`src/mode_priv_pkg.sv`:
```
// package: constants, slot layout and state encodings for the mode/privilege/exception block
`default_nettype none
package mode_priv_pkg;
  ////////////////////////////////////////////////////////////////
  // exception slots: fault, supervisor call, pendable service request, then external lines
  localparam int MAX_IRQ = 32;
  localparam int SLOT_FAULT = 0;
  localparam int SLOT_SVC = 1;
  localparam int SLOT_PENDABLE_SERVICE_REQUEST = 2;
  localparam int SLOT_IRQ0 = 3;
  localparam int N_SLOT = SLOT_IRQ0 + MAX_IRQ;
  ////////////////////////////////////////////////////////////////
  // exception numbers: 0 means thread, reset owns word 1 of the table
  localparam int EXC_NUM_W = 8;
  localparam logic [EXC_NUM_W-1:0] EXC_NUM_THREAD = 8'h00;
  localparam logic [EXC_NUM_W-1:0] EXC_NUM_FIRST = 8'h02;
  localparam int VEC_WORD_SHIFT = 2;
  localparam logic [31:0] VEC_OFS_INIT_SP = 32'h0000_0000;
  localparam logic [31:0] VEC_OFS_RESET = 32'h0000_0004;
  ////////////////////////////////////////////////////////////////
  // system address regions
  localparam logic [31:0] SYS_BASE = 32'he000_0000;
  localparam logic [31:0] SYS_LAST = 32'hffff_ffff;
  localparam logic [31:0] PRIV_LAST = 32'he00f_ffff;
  localparam logic [31:0] SCS_BASE = 32'he000_e000;
  localparam logic [31:0] SCS_LAST = 32'he000_efff;
  ////////////////////////////////////////////////////////////////
  // reset values
  localparam logic RST_UNPRIV = 1'b0;
  localparam logic RST_SPSEL = 1'b0;
  ////////////////////////////////////////////////////////////////
  // per-exception state
  typedef enum logic [3:0] {
    EXC_INACTIVE = 4'b0001,
    EXC_PENDING = 4'b0010,
    EXC_ACTIVE = 4'b0100,
    EXC_ACT_PEND = 4'b1000
  } exc_state_e;
  // sequencer state
  typedef enum logic [4:0] {
    SEQ_BOOT_SP = 5'b00001,
    SEQ_BOOT_PC = 5'b00010,
    SEQ_IDLE = 5'b00100,
    SEQ_PUSH = 5'b01000,
    SEQ_VEC = 5'b10000
  } seq_state_e;
endpackage
`default_nettype wire

```
`src/exc_state_cell.sv`:
```
// module: state tracker for one non-reset exception
`default_nettype none
module exc_state_cell #(
  parameter bit IS_SYNC = 1'b0
) (
  // clock and reset
  input wire logic mclk_i,
  input wire logic rstn_i,
  // events and sequencer strobes
  input wire logic event_i,
  input wire logic take_i,
  input wire logic ret_i,
  input wire logic reenter_i,
  // state
  output logic pend_o,
  output logic act_o,
  output logic pend_nx_o,
  output logic act_nx_o,
  output logic collide_o
);
  mode_priv_pkg::exc_state_e state_q, state_d;

  ////////////////////////////////////////////////////////////////
  // next state: a new event in the clearing cycle is kept, except on take of a synchronous kind, which drops it and flags a collision
  always_comb begin
    state_d = state_q;
    collide_o = 1'b0;
    unique case (state_q)
      mode_priv_pkg::EXC_INACTIVE: begin
        if (event_i) state_d = mode_priv_pkg::EXC_PENDING;
      end
      mode_priv_pkg::EXC_PENDING: begin
        if (take_i) begin
          state_d = mode_priv_pkg::EXC_ACTIVE;
          if (event_i && !IS_SYNC) state_d = mode_priv_pkg::EXC_ACT_PEND;
          collide_o = event_i && IS_SYNC;
        end
      end
      mode_priv_pkg::EXC_ACTIVE: begin
        if (ret_i) begin
          state_d = event_i ? mode_priv_pkg::EXC_PENDING : mode_priv_pkg::EXC_INACTIVE;
        end else if (event_i) begin
          // synchronous kinds never stack a second instance
          if (!IS_SYNC) state_d = mode_priv_pkg::EXC_ACT_PEND;
          collide_o = IS_SYNC;
        end
      end
      mode_priv_pkg::EXC_ACT_PEND: begin
        if (ret_i) begin
          state_d = reenter_i ? mode_priv_pkg::EXC_ACTIVE : mode_priv_pkg::EXC_PENDING;
          if (reenter_i && event_i) state_d = mode_priv_pkg::EXC_ACT_PEND;
        end
      end
      default: state_d = mode_priv_pkg::EXC_INACTIVE;
    endcase
  end

  always_ff @(posedge mclk_i or negedge rstn_i) begin
    if (!rstn_i) begin
      state_q <= mode_priv_pkg::EXC_INACTIVE;
    end else begin
      state_q <= state_d;
    end
  end

  assign pend_o = state_q[1] | state_q[3];
  assign act_o = state_q[2] | state_q[3];
  assign pend_nx_o = state_d[1] | state_d[3];
  assign act_nx_o = state_d[2] | state_d[3];
endmodule
`default_nettype wire

```
`src/mode_privilege_exception_state.sv`:
```
// module: mode, privilege, stack selection and exception state control
// Behaviour
// - reset enters thread mode; exception return enters it when returning to thread
// - exception enters handler; returns only from handler
// - without privilege extension everything is privileged
// - handler mode is always privileged
// - thread privilege follows the unprivileged control bit
// - two stack pointers; handler uses main
// - system space from e0000000; first megabyte private
// - decode 4kB system control space window
// - at most 32 external interrupt inputs
// - handlers come from a vector table
// - reset abandons work, restarts at fixed point
// - supervisor call raised synchronously, program order
// - synchronous fault reported with its instruction
// - faults fatal, no recovery status given
// - everything else is an asynchronous interrupt
// - track four states per non-reset exception
// - event makes pending; handler start makes active
// - active-and-pending only for asynchronous exceptions
// - return: active clears, active-pending re-enters or pends
// - preemption stacks context then branches via vector
// - reset selects and initialises main stack pointer
`default_nettype none
module mode_privilege_exception_state #(
  parameter bit HAS_PRIV_EXT = 1'b1,
  parameter int NUM_IRQ = 32,
  parameter logic [31:0] RESET_TABLE_BASE = 32'h0000_0000
) (
  // clock and reset
  input wire logic mclk_i,
  input wire logic rstn_i,
  // exception events
  input wire logic [mode_priv_pkg::MAX_IRQ-1:0] irq_i,
  input wire logic pend_sv_set_i,
  input wire logic svc_exec_i,
  input wire logic fault_sync_i,
  input wire logic fault_async_i,
  input wire logic [31:0] fault_pc_i,
  // exception entry
  input wire logic entry_req_i,
  input wire logic [mode_priv_pkg::EXC_NUM_W-1:0] entry_num_i,
  // exception return
  input wire logic return_req_i,
  input wire logic return_to_thread_i,
  input wire logic [mode_priv_pkg::EXC_NUM_W-1:0] return_num_i,
  input wire logic reenter_ok_i,
  // context stacking
  output logic push_req_o,
  input wire logic push_done_i,
  // vector fetch
  input wire logic [31:0] vtor_i,
  output logic vec_req_o,
  output logic [31:0] vec_addr_o,
  input wire logic vec_valid_i,
  input wire logic [31:0] vec_data_i,
  // branch to handler or restart point
  output logic branch_o,
  output logic [31:0] branch_addr_o,
  // control writes
  input wire logic ctrl_wr_i,
  input wire logic ctrl_unpriv_i,
  input wire logic ctrl_spsel_i,
  // mode and stack status
  output logic busy_o,
  output logic handler_mode_o,
  output logic privileged_o,
  output logic unpriv_bit_o,
  output logic psp_sel_o,
  output logic main_sp_load_o,
  output logic [31:0] main_sp_init_o,
  output logic [mode_priv_pkg::EXC_NUM_W-1:0] cur_exc_num_o,
  output logic req_refused_o,
  // exception status
  output logic [mode_priv_pkg::N_SLOT-1:0] pending_o,
  output logic [mode_priv_pkg::N_SLOT-1:0] active_o,
  output logic [31:0] fault_instr_o,
  output logic sync_collide_o,
  // address region probe
  input wire logic [31:0] probe_addr_i,
  output logic region_sys_o,
  output logic region_private_o,
  output logic region_scs_o
);
  localparam int NS = mode_priv_pkg::N_SLOT;
  localparam int NW = mode_priv_pkg::EXC_NUM_W;
  // lines above the limit or above NUM_IRQ are never connected
  localparam int IRQ_USED = (NUM_IRQ > mode_priv_pkg::MAX_IRQ) ? mode_priv_pkg::MAX_IRQ : NUM_IRQ;

  ////////////////////////////////////////////////////////////////
  // decoding shared by entry and return
  function automatic logic [NS-1:0] num_to_slot(input logic [NW-1:0] num);
    logic [NS-1:0] hit;
    hit = '0;
    for (int i = 0; i < NS; i++) begin
      hit[i] = (num == (mode_priv_pkg::EXC_NUM_FIRST + NW'(i)));
    end
    return hit;
  endfunction

  function automatic logic [31:0] vec_of(input logic [31:0] base, input logic [NW-1:0] num);
    return base + (32'(num) << mode_priv_pkg::VEC_WORD_SHIFT);
  endfunction

  ////////////////////////////////////////////////////////////////
  // exception slots
  logic [NS-1:0] slot_event;
  logic [NS-1:0] slot_take;
  logic [NS-1:0] slot_ret;
  logic [NS-1:0] slot_reenter;
  logic [NS-1:0] slot_pend;
  logic [NS-1:0] slot_act;
  logic [NS-1:0] slot_pend_nx;
  logic [NS-1:0] slot_act_nx;
  logic [NS-1:0] slot_collide;

  // faults of either kind are fatal and carry no status word
  assign slot_event[mode_priv_pkg::SLOT_FAULT] = fault_sync_i | fault_async_i;
  assign slot_event[mode_priv_pkg::SLOT_SVC] = svc_exec_i;
  assign slot_event[mode_priv_pkg::SLOT_PENDABLE_SERVICE_REQUEST] = pend_sv_set_i;

  genvar g;
  generate
    for (g = 0; g < mode_priv_pkg::MAX_IRQ; g++) begin : g_irq
      if (g < IRQ_USED) begin : g_on
        assign slot_event[mode_priv_pkg::SLOT_IRQ0 + g] = irq_i[g];
      end else begin : g_off
        assign slot_event[mode_priv_pkg::SLOT_IRQ0 + g] = 1'b0;
      end
    end
    for (g = 0; g < NS; g++) begin : g_slot
      exc_state_cell #(
        .IS_SYNC((g == mode_priv_pkg::SLOT_FAULT) || (g == mode_priv_pkg::SLOT_SVC))
      ) u_cell (
        .mclk_i(mclk_i),
        .rstn_i(rstn_i),
        .event_i(slot_event[g]),
        .take_i(slot_take[g]),
        .ret_i(slot_ret[g]),
        .reenter_i(slot_reenter[g]),
        .pend_o(slot_pend[g]),
        .act_o(slot_act[g]),
        .pend_nx_o(slot_pend_nx[g]),
        .act_nx_o(slot_act_nx[g]),
        .collide_o(slot_collide[g])
      );
    end
  endgenerate

  ////////////////////////////////////////////////////////////////
  // sequencer: boot fetch, entry, stacking, vector fetch, return
  mode_priv_pkg::seq_state_e seq_q, seq_d;
  logic handler_q, handler_d;
  logic unpriv_q, unpriv_d;
  logic spsel_q, spsel_d;
  logic priv_q, priv_d;
  logic psp_q, psp_d;
  logic busy_q, busy_d;
  logic push_q, push_d;
  logic vreq_q, vreq_d;
  logic [31:0] vaddr_q, vaddr_d;
  logic branch_q, branch_d;
  logic [31:0] baddr_q, baddr_d;
  logic spload_q, spload_d;
  logic [31:0] spinit_q, spinit_d;
  logic [NW-1:0] cur_q, cur_d;
  logic refused_q, refused_d;
  logic [NS-1:0] entry_hit;
  logic [NS-1:0] ret_hit;
  logic ret_act_pend;

  always_comb begin
    entry_hit = num_to_slot(entry_num_i);
    ret_hit = num_to_slot(cur_q);
    ret_act_pend = |(ret_hit & slot_act & slot_pend);
    seq_d = seq_q;
    handler_d = handler_q;
    cur_d = cur_q;
    push_d = push_q;
    vreq_d = vreq_q;
    vaddr_d = vaddr_q;
    branch_d = 1'b0;
    baddr_d = baddr_q;
    spload_d = 1'b0;
    spinit_d = spinit_q;
    refused_d = 1'b0;
    slot_take = '0;
    slot_ret = '0;
    slot_reenter = '0;
    unique case (seq_q)
      mode_priv_pkg::SEQ_BOOT_SP: begin
        if (vec_valid_i) begin
          spinit_d = vec_data_i;
          spload_d = 1'b1;
          vaddr_d = RESET_TABLE_BASE + mode_priv_pkg::VEC_OFS_RESET;
          seq_d = mode_priv_pkg::SEQ_BOOT_PC;
        end
      end
      mode_priv_pkg::SEQ_BOOT_PC: begin
        if (vec_valid_i) begin
          vreq_d = 1'b0;
          branch_d = 1'b1;
          baddr_d = vec_data_i;
          seq_d = mode_priv_pkg::SEQ_IDLE;
        end
      end
      mode_priv_pkg::SEQ_IDLE: begin
        // return wins over a same-cycle entry request
        if (return_req_i) begin
          if (!handler_q) begin
            refused_d = 1'b1;
          end else begin
            slot_ret = ret_hit;
            if (ret_act_pend && reenter_ok_i) begin
              slot_reenter = ret_hit;
              vreq_d = 1'b1;
              vaddr_d = vec_of(vtor_i, cur_q);
              seq_d = mode_priv_pkg::SEQ_VEC;
            end else begin
              handler_d = !return_to_thread_i;
              cur_d = return_to_thread_i ? mode_priv_pkg::EXC_NUM_THREAD : return_num_i;
            end
          end
        end else if (entry_req_i) begin
          if (|(entry_hit & slot_pend & ~slot_act)) begin
            slot_take = entry_hit;
            handler_d = 1'b1;
            cur_d = entry_num_i;
            push_d = 1'b1;
            seq_d = mode_priv_pkg::SEQ_PUSH;
          end else begin
            refused_d = 1'b1;
          end
        end
      end
      mode_priv_pkg::SEQ_PUSH: begin
        if (push_done_i) begin
          push_d = 1'b0;
          vreq_d = 1'b1;
          vaddr_d = vec_of(vtor_i, cur_q);
          seq_d = mode_priv_pkg::SEQ_VEC;
        end
      end
      mode_priv_pkg::SEQ_VEC: begin
        if (vec_valid_i) begin
          vreq_d = 1'b0;
          branch_d = 1'b1;
          baddr_d = vec_data_i;
          seq_d = mode_priv_pkg::SEQ_IDLE;
        end
      end
      default: seq_d = mode_priv_pkg::SEQ_IDLE;
    endcase
    busy_d = (seq_d != mode_priv_pkg::SEQ_IDLE);
  end

  ////////////////////////////////////////////////////////////////
  // control bits, privilege and stack selection
  always_comb begin
    unpriv_d = unpriv_q;
    spsel_d = spsel_q;
    // unprivileged code cannot raise its own privilege
    if (ctrl_wr_i && priv_q) begin
      unpriv_d = HAS_PRIV_EXT ? ctrl_unpriv_i : mode_priv_pkg::RST_UNPRIV;
      spsel_d = ctrl_spsel_i;
    end
    priv_d = !HAS_PRIV_EXT || handler_d || !unpriv_d;
    psp_d = !handler_d && spsel_d;
  end

  always_ff @(posedge mclk_i or negedge rstn_i) begin
    if (!rstn_i) begin
      seq_q <= mode_priv_pkg::SEQ_BOOT_SP;
      handler_q <= 1'b0;
      unpriv_q <= mode_priv_pkg::RST_UNPRIV;
      spsel_q <= mode_priv_pkg::RST_SPSEL;
      priv_q <= 1'b1;
      psp_q <= 1'b0;
      busy_q <= 1'b1;
      push_q <= 1'b0;
      vreq_q <= 1'b1;
      vaddr_q <= RESET_TABLE_BASE + mode_priv_pkg::VEC_OFS_INIT_SP;
      branch_q <= 1'b0;
      baddr_q <= '0;
      spload_q <= 1'b0;
      spinit_q <= '0;
      cur_q <= mode_priv_pkg::EXC_NUM_THREAD;
      refused_q <= 1'b0;
    end else begin
      seq_q <= seq_d;
      handler_q <= handler_d;
      unpriv_q <= unpriv_d;
      spsel_q <= spsel_d;
      priv_q <= priv_d;
      psp_q <= psp_d;
      busy_q <= busy_d;
      push_q <= push_d;
      vreq_q <= vreq_d;
      vaddr_q <= vaddr_d;
      branch_q <= branch_d;
      baddr_q <= baddr_d;
      spload_q <= spload_d;
      spinit_q <= spinit_d;
      cur_q <= cur_d;
      refused_q <= refused_d;
    end
  end

  ////////////////////////////////////////////////////////////////
  // status: exception states, fault address, collisions, regions
  logic [NS-1:0] pend_q;
  logic [NS-1:0] act_q;
  logic [31:0] finstr_q, finstr_d;
  logic collide_q, collide_d;
  logic rsys_q, rpriv_q, rscs_q;
  logic rsys, rpriv, rscs;

  always_comb begin
    finstr_d = fault_sync_i ? fault_pc_i : finstr_q;
    collide_d = |slot_collide;
  end

  sys_region_decode u_region (
    .addr_i(probe_addr_i),
    .system_o(rsys),
    .private_o(rpriv),
    .scs_o(rscs)
  );

  always_ff @(posedge mclk_i or negedge rstn_i) begin
    if (!rstn_i) begin
      pend_q <= '0;
      act_q <= '0;
      finstr_q <= '0;
      collide_q <= 1'b0;
      rsys_q <= 1'b0;
      rpriv_q <= 1'b0;
      rscs_q <= 1'b0;
    end else begin
      pend_q <= slot_pend_nx;
      act_q <= slot_act_nx;
      finstr_q <= finstr_d;
      collide_q <= collide_d;
      rsys_q <= rsys;
      rpriv_q <= rpriv;
      rscs_q <= rscs;
    end
  end

  ////////////////////////////////////////////////////////////////
  // outputs
  assign push_req_o = push_q;
  assign vec_req_o = vreq_q;
  assign vec_addr_o = vaddr_q;
  assign branch_o = branch_q;
  assign branch_addr_o = baddr_q;
  assign busy_o = busy_q;
  assign handler_mode_o = handler_q;
  assign privileged_o = priv_q;
  assign unpriv_bit_o = unpriv_q;
  assign psp_sel_o = psp_q;
  assign main_sp_load_o = spload_q;
  assign main_sp_init_o = spinit_q;
  assign cur_exc_num_o = cur_q;
  assign req_refused_o = refused_q;
  assign pending_o = pend_q;
  assign active_o = act_q;
  assign fault_instr_o = finstr_q;
  assign sync_collide_o = collide_q;
  assign region_sys_o = rsys_q;
  assign region_private_o = rpriv_q;
  assign region_scs_o = rscs_q;
endmodule
`default_nettype wire

```
`src/sys_region_decode.sv`:
```
// module: decode of the reserved system address regions
`default_nettype none
module sys_region_decode (
  // address
  input wire logic [31:0] addr_i,
  // region hits
  output logic system_o,
  output logic private_o,
  output logic scs_o
);
  // the system space runs to the top of memory
  assign system_o = (addr_i >= mode_priv_pkg::SYS_BASE) && (addr_i <= mode_priv_pkg::SYS_LAST);
  assign private_o = (addr_i >= mode_priv_pkg::SYS_BASE) && (addr_i <= mode_priv_pkg::PRIV_LAST);
  assign scs_o = (addr_i >= mode_priv_pkg::SCS_BASE) && (addr_i <= mode_priv_pkg::SCS_LAST);
endmodule
`default_nettype wire

```
`config.mk`:
```
export PLATFORM = sky130hd
export DESIGN_NAME = mode_privilege_exception_state
export DESIGN_NICKNAME = d
export VERILOG_FILES = /design/src/mode_priv_pkg.sv /design/src/exc_state_cell.sv /design/src/mode_privilege_exception_state.sv /design/src/sys_region_decode.sv
export SDC_FILE = /design/constraint.sdc
export NUM_CORES = 1
export LEC_CHECK = 0
export ABC_AREA = 0
export BUFFER_PORTS_ARGS = -buffer_cell sky130_fd_sc_hd__buf_2
export CORE_MARGIN = 3
export CORE_UTILIZATION = 60
export DETAILED_ROUTE_END_ITERATION = 10
export PLACE_DENSITY_LB_ADDON = 0.3
export SETUP_SLACK_MARGIN = 0.4
export SYNTH_ARGS = -nofsm -noshare
export SYNTH_HDL_FRONTEND = slang
export SYNTH_SLANG_ARGS = --single-unit
```
`constraint.sdc`:
```
create_clock -name mclk_i -period 5.77 [get_ports mclk_i]
set_input_delay 0 -clock mclk_i [delete_from_list [all_inputs] [get_ports mclk_i]]
set_output_delay 0 -clock mclk_i [all_outputs]
set_load 0.01 [all_outputs]
```
# Word-level counts from Yosys, hierarchy flattened
# Index checks and enable logic that the tools add are counted.
# word_totals
word_cells	1120
in_bits	191
output_inout_bits	220
ff_bits	366
# op_classes
reduce_logical	95
bitwise	146
n_addsub	1
n_mux	413
order_cmp	5
n_eq_ne	367
# op_table
op	n
two-way mux 4 bit	241
one-hot mux 4 bit (4 select lines)	35
two-way mux 35 bit	11
== test 8 x 5 -> 1 bit (second input constant)	32
inequality test 2 bit (second input constant)	115
two-way mux 32 bit	5
OR 1 bit	141
AND 35 bit	4
== test 4 x 1 -> 1 bit (second input constant)	35
== test 4 x 2 -> 1 bit (second input constant)	35
== test 4 x 3 -> 1 bit (second input constant)	35
== test 4 bit (second input constant)	35
AND reduction 4 bit	35
== test 8 x 4 -> 1 bit (second input constant)	16
two-way mux 3 bit	35
inequality test 3 bit (second input constant)	33
less-or-equal comparator 32 bit (second input constant)	3
one-hot mux 32 bit (3 select lines)	1
== test 8 x 6 -> 1 bit (second input constant)	10
two-way mux 2 bit	35
OR reduction 35 bit	2
== test 8 x 3 -> 1 bit (second input constant)	8
>= comparator 32 bit (second input constant)	2
two-way mux 8 bit	6
other kinds (24)	117

# Longest topological paths before layout
# depth
ltp_word	14
ltp_mapped	13

# Hierarchy
# Synthesis repeated with hierarchy kept, for this count alone.
# unflattened
hier_cells	2306
area_unflattened_um2	20978.9
# by_module_without_submodules
mod	seq_area_each_um2	area_per_inst_um2	n_inst	cells_each
mode_privilege_exception_state	5660.4	10223.6	1	1028
exc_state_cell (g_slot[10].u_cell ...)	101.3	302.8	33	36
exc_state_cell (g_slot[0].u_cell ...)	101.3	355.3	2	41
sys_region_decode	0.0	52.6	1	8

# Worst setup path after synthesis
# No wires, ideal clock.
# synth_path
kind	register to register
startpoint	register cur_q[1] (netlist: cur_exc_num_o[1])
endpoint	register vaddr_q[26] (netlist: vec_addr_o[26])
period_less_slack_ns	2.960
n_path_buf	2
path_stages_with_launch	12
setup_slack_ns	2.810
arrival_ns	2.882
required_time_ns	5.692
cell_sequence	dfrtp_1 -> clkbuf_1 -> clkbuf_1 -> inv_1 -> fa_1 -> nor2b_1 -> o21ai_0 -> a21oi_1 -> o41ai_1 -> or4b_2 -> xor2_1 -> o2bb2ai_1
# synth_between
elab_chain_cells	7
word_cells_on_any_way	47
cone_classes	1 x add/sub; 36 x eq/ne; 5 x mux; 2 x bitwise; 3 x reduce/logical
# synth_rtl
element	line	source
start, declared	mode_privilege_exception_state.sv:166	logic [NW-1:0] cur_q, cur_d;
start signal, assigned	mode_privilege_exception_state.sv:287	cur_q <= mode_priv_pkg::EXC_NUM_THREAD;
start signal, assigned	mode_privilege_exception_state.sv:304	cur_q <= cur_d;
parallel branches: the longest is 7 deep, another holds adder 32 x 10 -> 32 bit	n/a	
end signal, assigned	mode_privilege_exception_state.sv:282	vaddr_q <= RESET_TABLE_BASE + mode_priv_pkg::VEC_OFS_INIT_SP;
end signal, assigned	mode_privilege_exception_state.sv:299	vaddr_q <= vaddr_d;
end, declared	mode_privilege_exception_state.sv:161	logic [31:0] vaddr_q, vaddr_d;
# Parallel ways; which one is timed is not known. The select of a mux whose other input is x is not followed.
# A chain may end at the register's enable or synchronous reset.

# Worst setup path after layout
# layout_path
startpoint	register cur_q[0] (netlist: cur_exc_num_o[0])
endpoint	register vaddr_q[30] (netlist: vec_addr_o[30])
# Same word-level chain as after synthesis.

==> summary.txt <==
Finish
  – # fillers: about 2.1k
  – Reg area: between 9000 and 10000 um2
  – Layout area overhead: 27.63%
  – Share of cells above drive strength 1: a little over a fifth
  – Final net count: 2981
  – Multi-input gate area: 9963 um2

Placed design
  – Dpl hpwl: 46390 um
  – Worst slack, placed: 1568 ps
  – Gpl congestion: 0.9588
  – IO Port Bufs: 398

Die
  – Height of the die: 187.5 um
  – Initial Utilization: 61.71%
  – Core area: 32040 um2
  – Area of the die: 35170 um2
  – Io pins: 411
  – # rows: 65
  – Die W: 187.5 um

Timing
  – Setup-failing EPs final: 0
  – Fin crit share: 77.23%
  – Hold Slack: between 60 and 70 ps
  – Slew HR: 19.96%
  – Setup_tns: 0 ps
  – Max Freq: ~220 MHz
  – Worst Max-Slew Pin Slew: 1199 ps
  – Clock Skew: around 22 ps
  – Final WS setup: 1314 ps
  – Final Hold Fails: 0
  – RSZ-0062 raised after global routing: false
  – Min cycle time layout: 4456 ps
  – Pins Over Slew Limit: 0

Synthesis
  – Synth top area cells: dfrtp_1 41%, nand2_1 7.0%, dfstp_2 5.2%, nor2_1 4.5%, o21ai_0 3.4%
  – Most used flip-flop cell after synthesis: dfrtp_1
  – Asr flop ratio synth: 100.0%
  – Post-synthesis cell area: between 15000 and 20000 um2
  – EDFF count, synth: 0
  – YS warnings: 0
  – Post-synthesis net count: 2444
  – Seq/Total Area, Yosys: between 40% and 50%
  – Count leader, synth: nand2_1
  – Largest area contributor in the netlist: dfrtp_1
  – Distinct cell type count after synthesis: 90
  – Top-area cell type share of the netlist area: between 40% and 50%
  – Top cells by count, synth: 367 x nand2_1, 327 x dfrtp_1, 237 x nor2_1, 134 x o21ai_0, 130 x a21oi_1
  – Yosys reg bits: 366
  – Syn Area/Cell: 8.811 um2
  – Mapped Cells: 2244

Global routing
  – Largest net degree at the start of global routing: 175
  – GRT Overall Usage: 40.02%
  – Initial antenna violation count: 2
  – First-pass GRT wire length: 113100 um
  – Vias in the first global route: 20.73k
  – Total grt overflow: 0

Drt
  – Starting DRT DRC Count: 2585
  – Drt wl/cell: 22.46 um
  – Drt pass-1 iters: 6
  – DRT Wirelength: 73000 um
  – Post-route DRC: 0
  – DR vias/cell: 6.510
  – Detail Route Antenna Nets: 0
  – Vias: 21.16k

CTS
  – Clock-pin slew on the worst setup and hold paths: 70 ps
  – CTS root buf: clkbuf_16
  – Worst skew pair latency: 560 ps
  – Postcts setup bufs: 0
  – # H-tree levels: 2
  – CTS tree: yes
  – Clk buf depth: 3
  – CTS sink cnt: 366
  – Total CTS buffers: 40

Pwr
  – P_leak: 11.60 nW
  – Max VDD drop: between 0.0002 and 0.0003 V
  – Power per cell area: 370.9 nW/um2

Setup path
  – Reg2Reg Capture Point: vec_addr_o[30]
  – Worst R2R Path Depth: 12
  – Flop2flop setup slack: approximately 1300 ps
  – Setup CP Type: register to register
  – Critical path required time: 6210 ps
  – Arr. time, crit path: just under 5000 ps
  – Cell-by-cell trace of the critical path: ha_1 -> inv_1 -> fa_1 -> nor2b_1 -> o21ai_0 -> a21oi_1 -> o41ai_1 -> nor2_1 -> nand2_1 -> xor2_1 -> dlygate4sd3_1 -> o2bb2ai_1
  – CP Launch Type: register
  – R2r startpoint: cur_exc_num_o[0]
  – CP Capture Type: register
  – Worst-path maximum fanout: 24
  – Critical Path Slowest Stage Cell: o41ai_1
  – Critical path's largest stage delay: around 920 ps

Min path
  – Worst hold path type: primary input to register
  – Min-delay src: ctrl_wr_i
  – Hold path depth: 4
  – Hold Crit Endpoint: psp_sel_o

Job
  – Max Cap Viol: 0

Run status
  – Status: completed
-- layout make-up --
cell class | count | area share, %
Sequential cell | 366 | 36.48
Multi-Input combinational cell | 1726 | 39.48
Timing Repair Buffer | 589 | 15.38
Clock inverter | 21 | 1.180
Tap cell | 435 | 2.157
Clock buffer | 53 | 4.437
Antenna cell | 2 | 0.01983
Inverter | 58 | 0.8627
-- worst max-delay path: cells and delay by family (launching register included) --
family                   cells  cell delay [ps]
XOR/XNOR                     1               80
buffers and inverters        2              640
flip-flops                   1              690
AND/OR/NAND/NOR              3              690
AO/OA/AOI/OAI                4             1640
adder cells (fa/ha/maj)      2              590
-- sequential cells by signal, summed over array words and instances, names as in the netlist, 5 cells and up --
register               cells
g_slot.u_cell.state_q    140
active_o                  35
pending_o                 35
branch_addr_o             32
fault_instr_o             32
main_sp_init_o            32
vec_addr_o                32
cur_exc_num_o              8
seq_q                      5
-- worst max-delay path by stage --
stage                     slack, ps             end             start
after floorplan                2810  vec_addr_o[26]  cur_exc_num_o[1]
after global placement         1680   pending_o[13]  cur_exc_num_o[1]
after detailed placement       1570   pending_o[13]  cur_exc_num_o[1]
after CTS                      1520   pending_o[13]  cur_exc_num_o[1]
after global routing           1180   pending_o[13]  cur_exc_num_o[1]
final                          1310  vec_addr_o[30]  cur_exc_num_o[0]
-- metrics by stage --
| stage | power [W] | utilization, % | area, um2 | std cells |
|---|---|---|---|---|
| 2_1_floorplan | 0.005339 | - | 19770 | 2244 |
| 3_3_place_gp | 0.006180 | 68.91 | 22080 | 3001 |
| 3_5_place_dp | 0.006297 | 68.91 | 22080 | 3001 |
| 4_1_cts | 0.009156 | 78.74 | 25230 | 3248 |
| 5_1_grt | 0.009780 | 78.76 | 25240 | 3250 |
| 6_report | 0.009360 | 78.76 | 25240 | 3250 |
-- kinds of logic after synthesis --
kind of cell               count (synthesis)  share of synthesized area [%]
and+or+nand+nor                         1126                          29.41
AOI/OAI and AO/OA                        524                          16.86
DFF                                      366                          46.57
buffers and inverters                    152                          3.139
muxes                                     36                          2.044
xor gates and xnor gates                  31                          1.373
adders and majority gates                  9                         0.6075
-- placed cells by master, fill, tap and decap left out, types with 23 or more instances in the layout --
cell	netlist	final
xor2_1	23	23
nor4_1	30	30
dlygate4sd3_1	0	173
nand2b_1	71	71
dfstp_2	39	39
nor4b_1	36	36
a21oi_1	130	130
or3_1	25	25
o21ai_0	134	134
mux2_2	35	35
clkbuf_16	0	40
nand2_1	367	367
buf_2	25	397
nand3_1	64	64
nor2_1	237	237
o22ai_1	47	47
dfrtp_1	327	327
nand3b_1	38	38
o2bb2ai_1	32	32
a31oi_1	33	33
nor2b_1	51	51
nor3_1	64	64
inv_1	57	57
-- per-layer routing --
layer / track usage (%) / up-vias / routed length (um)
met5: 0 / - / 0
met4: 22.51 / 0 / 4820
met3: 9.441 / 403 / 8188
met2: 65.14 / 1592 / 34040
met1: 49.28 / 9991 / 25940
li1: - / 9171 / -
-- power breakdown --
group          internal [W]  switching (W)  leakage [nW]
Combinational       0.00119        0.00152          6.30
Clock               0.00165        0.00112         0.684
Sequential          0.00319       0.000689          4.62
Total               0.00603        0.00333          11.6
-- repair_timing --
item | in CTS | in global routing
gates resized for setup | 0 | 0
hold buffers | 173 | 0
hold endpoints to repair | 398 | 0
setup endpoints to repair | 0 | 0
Note: power is estimated with default switching activity, not from simulation.
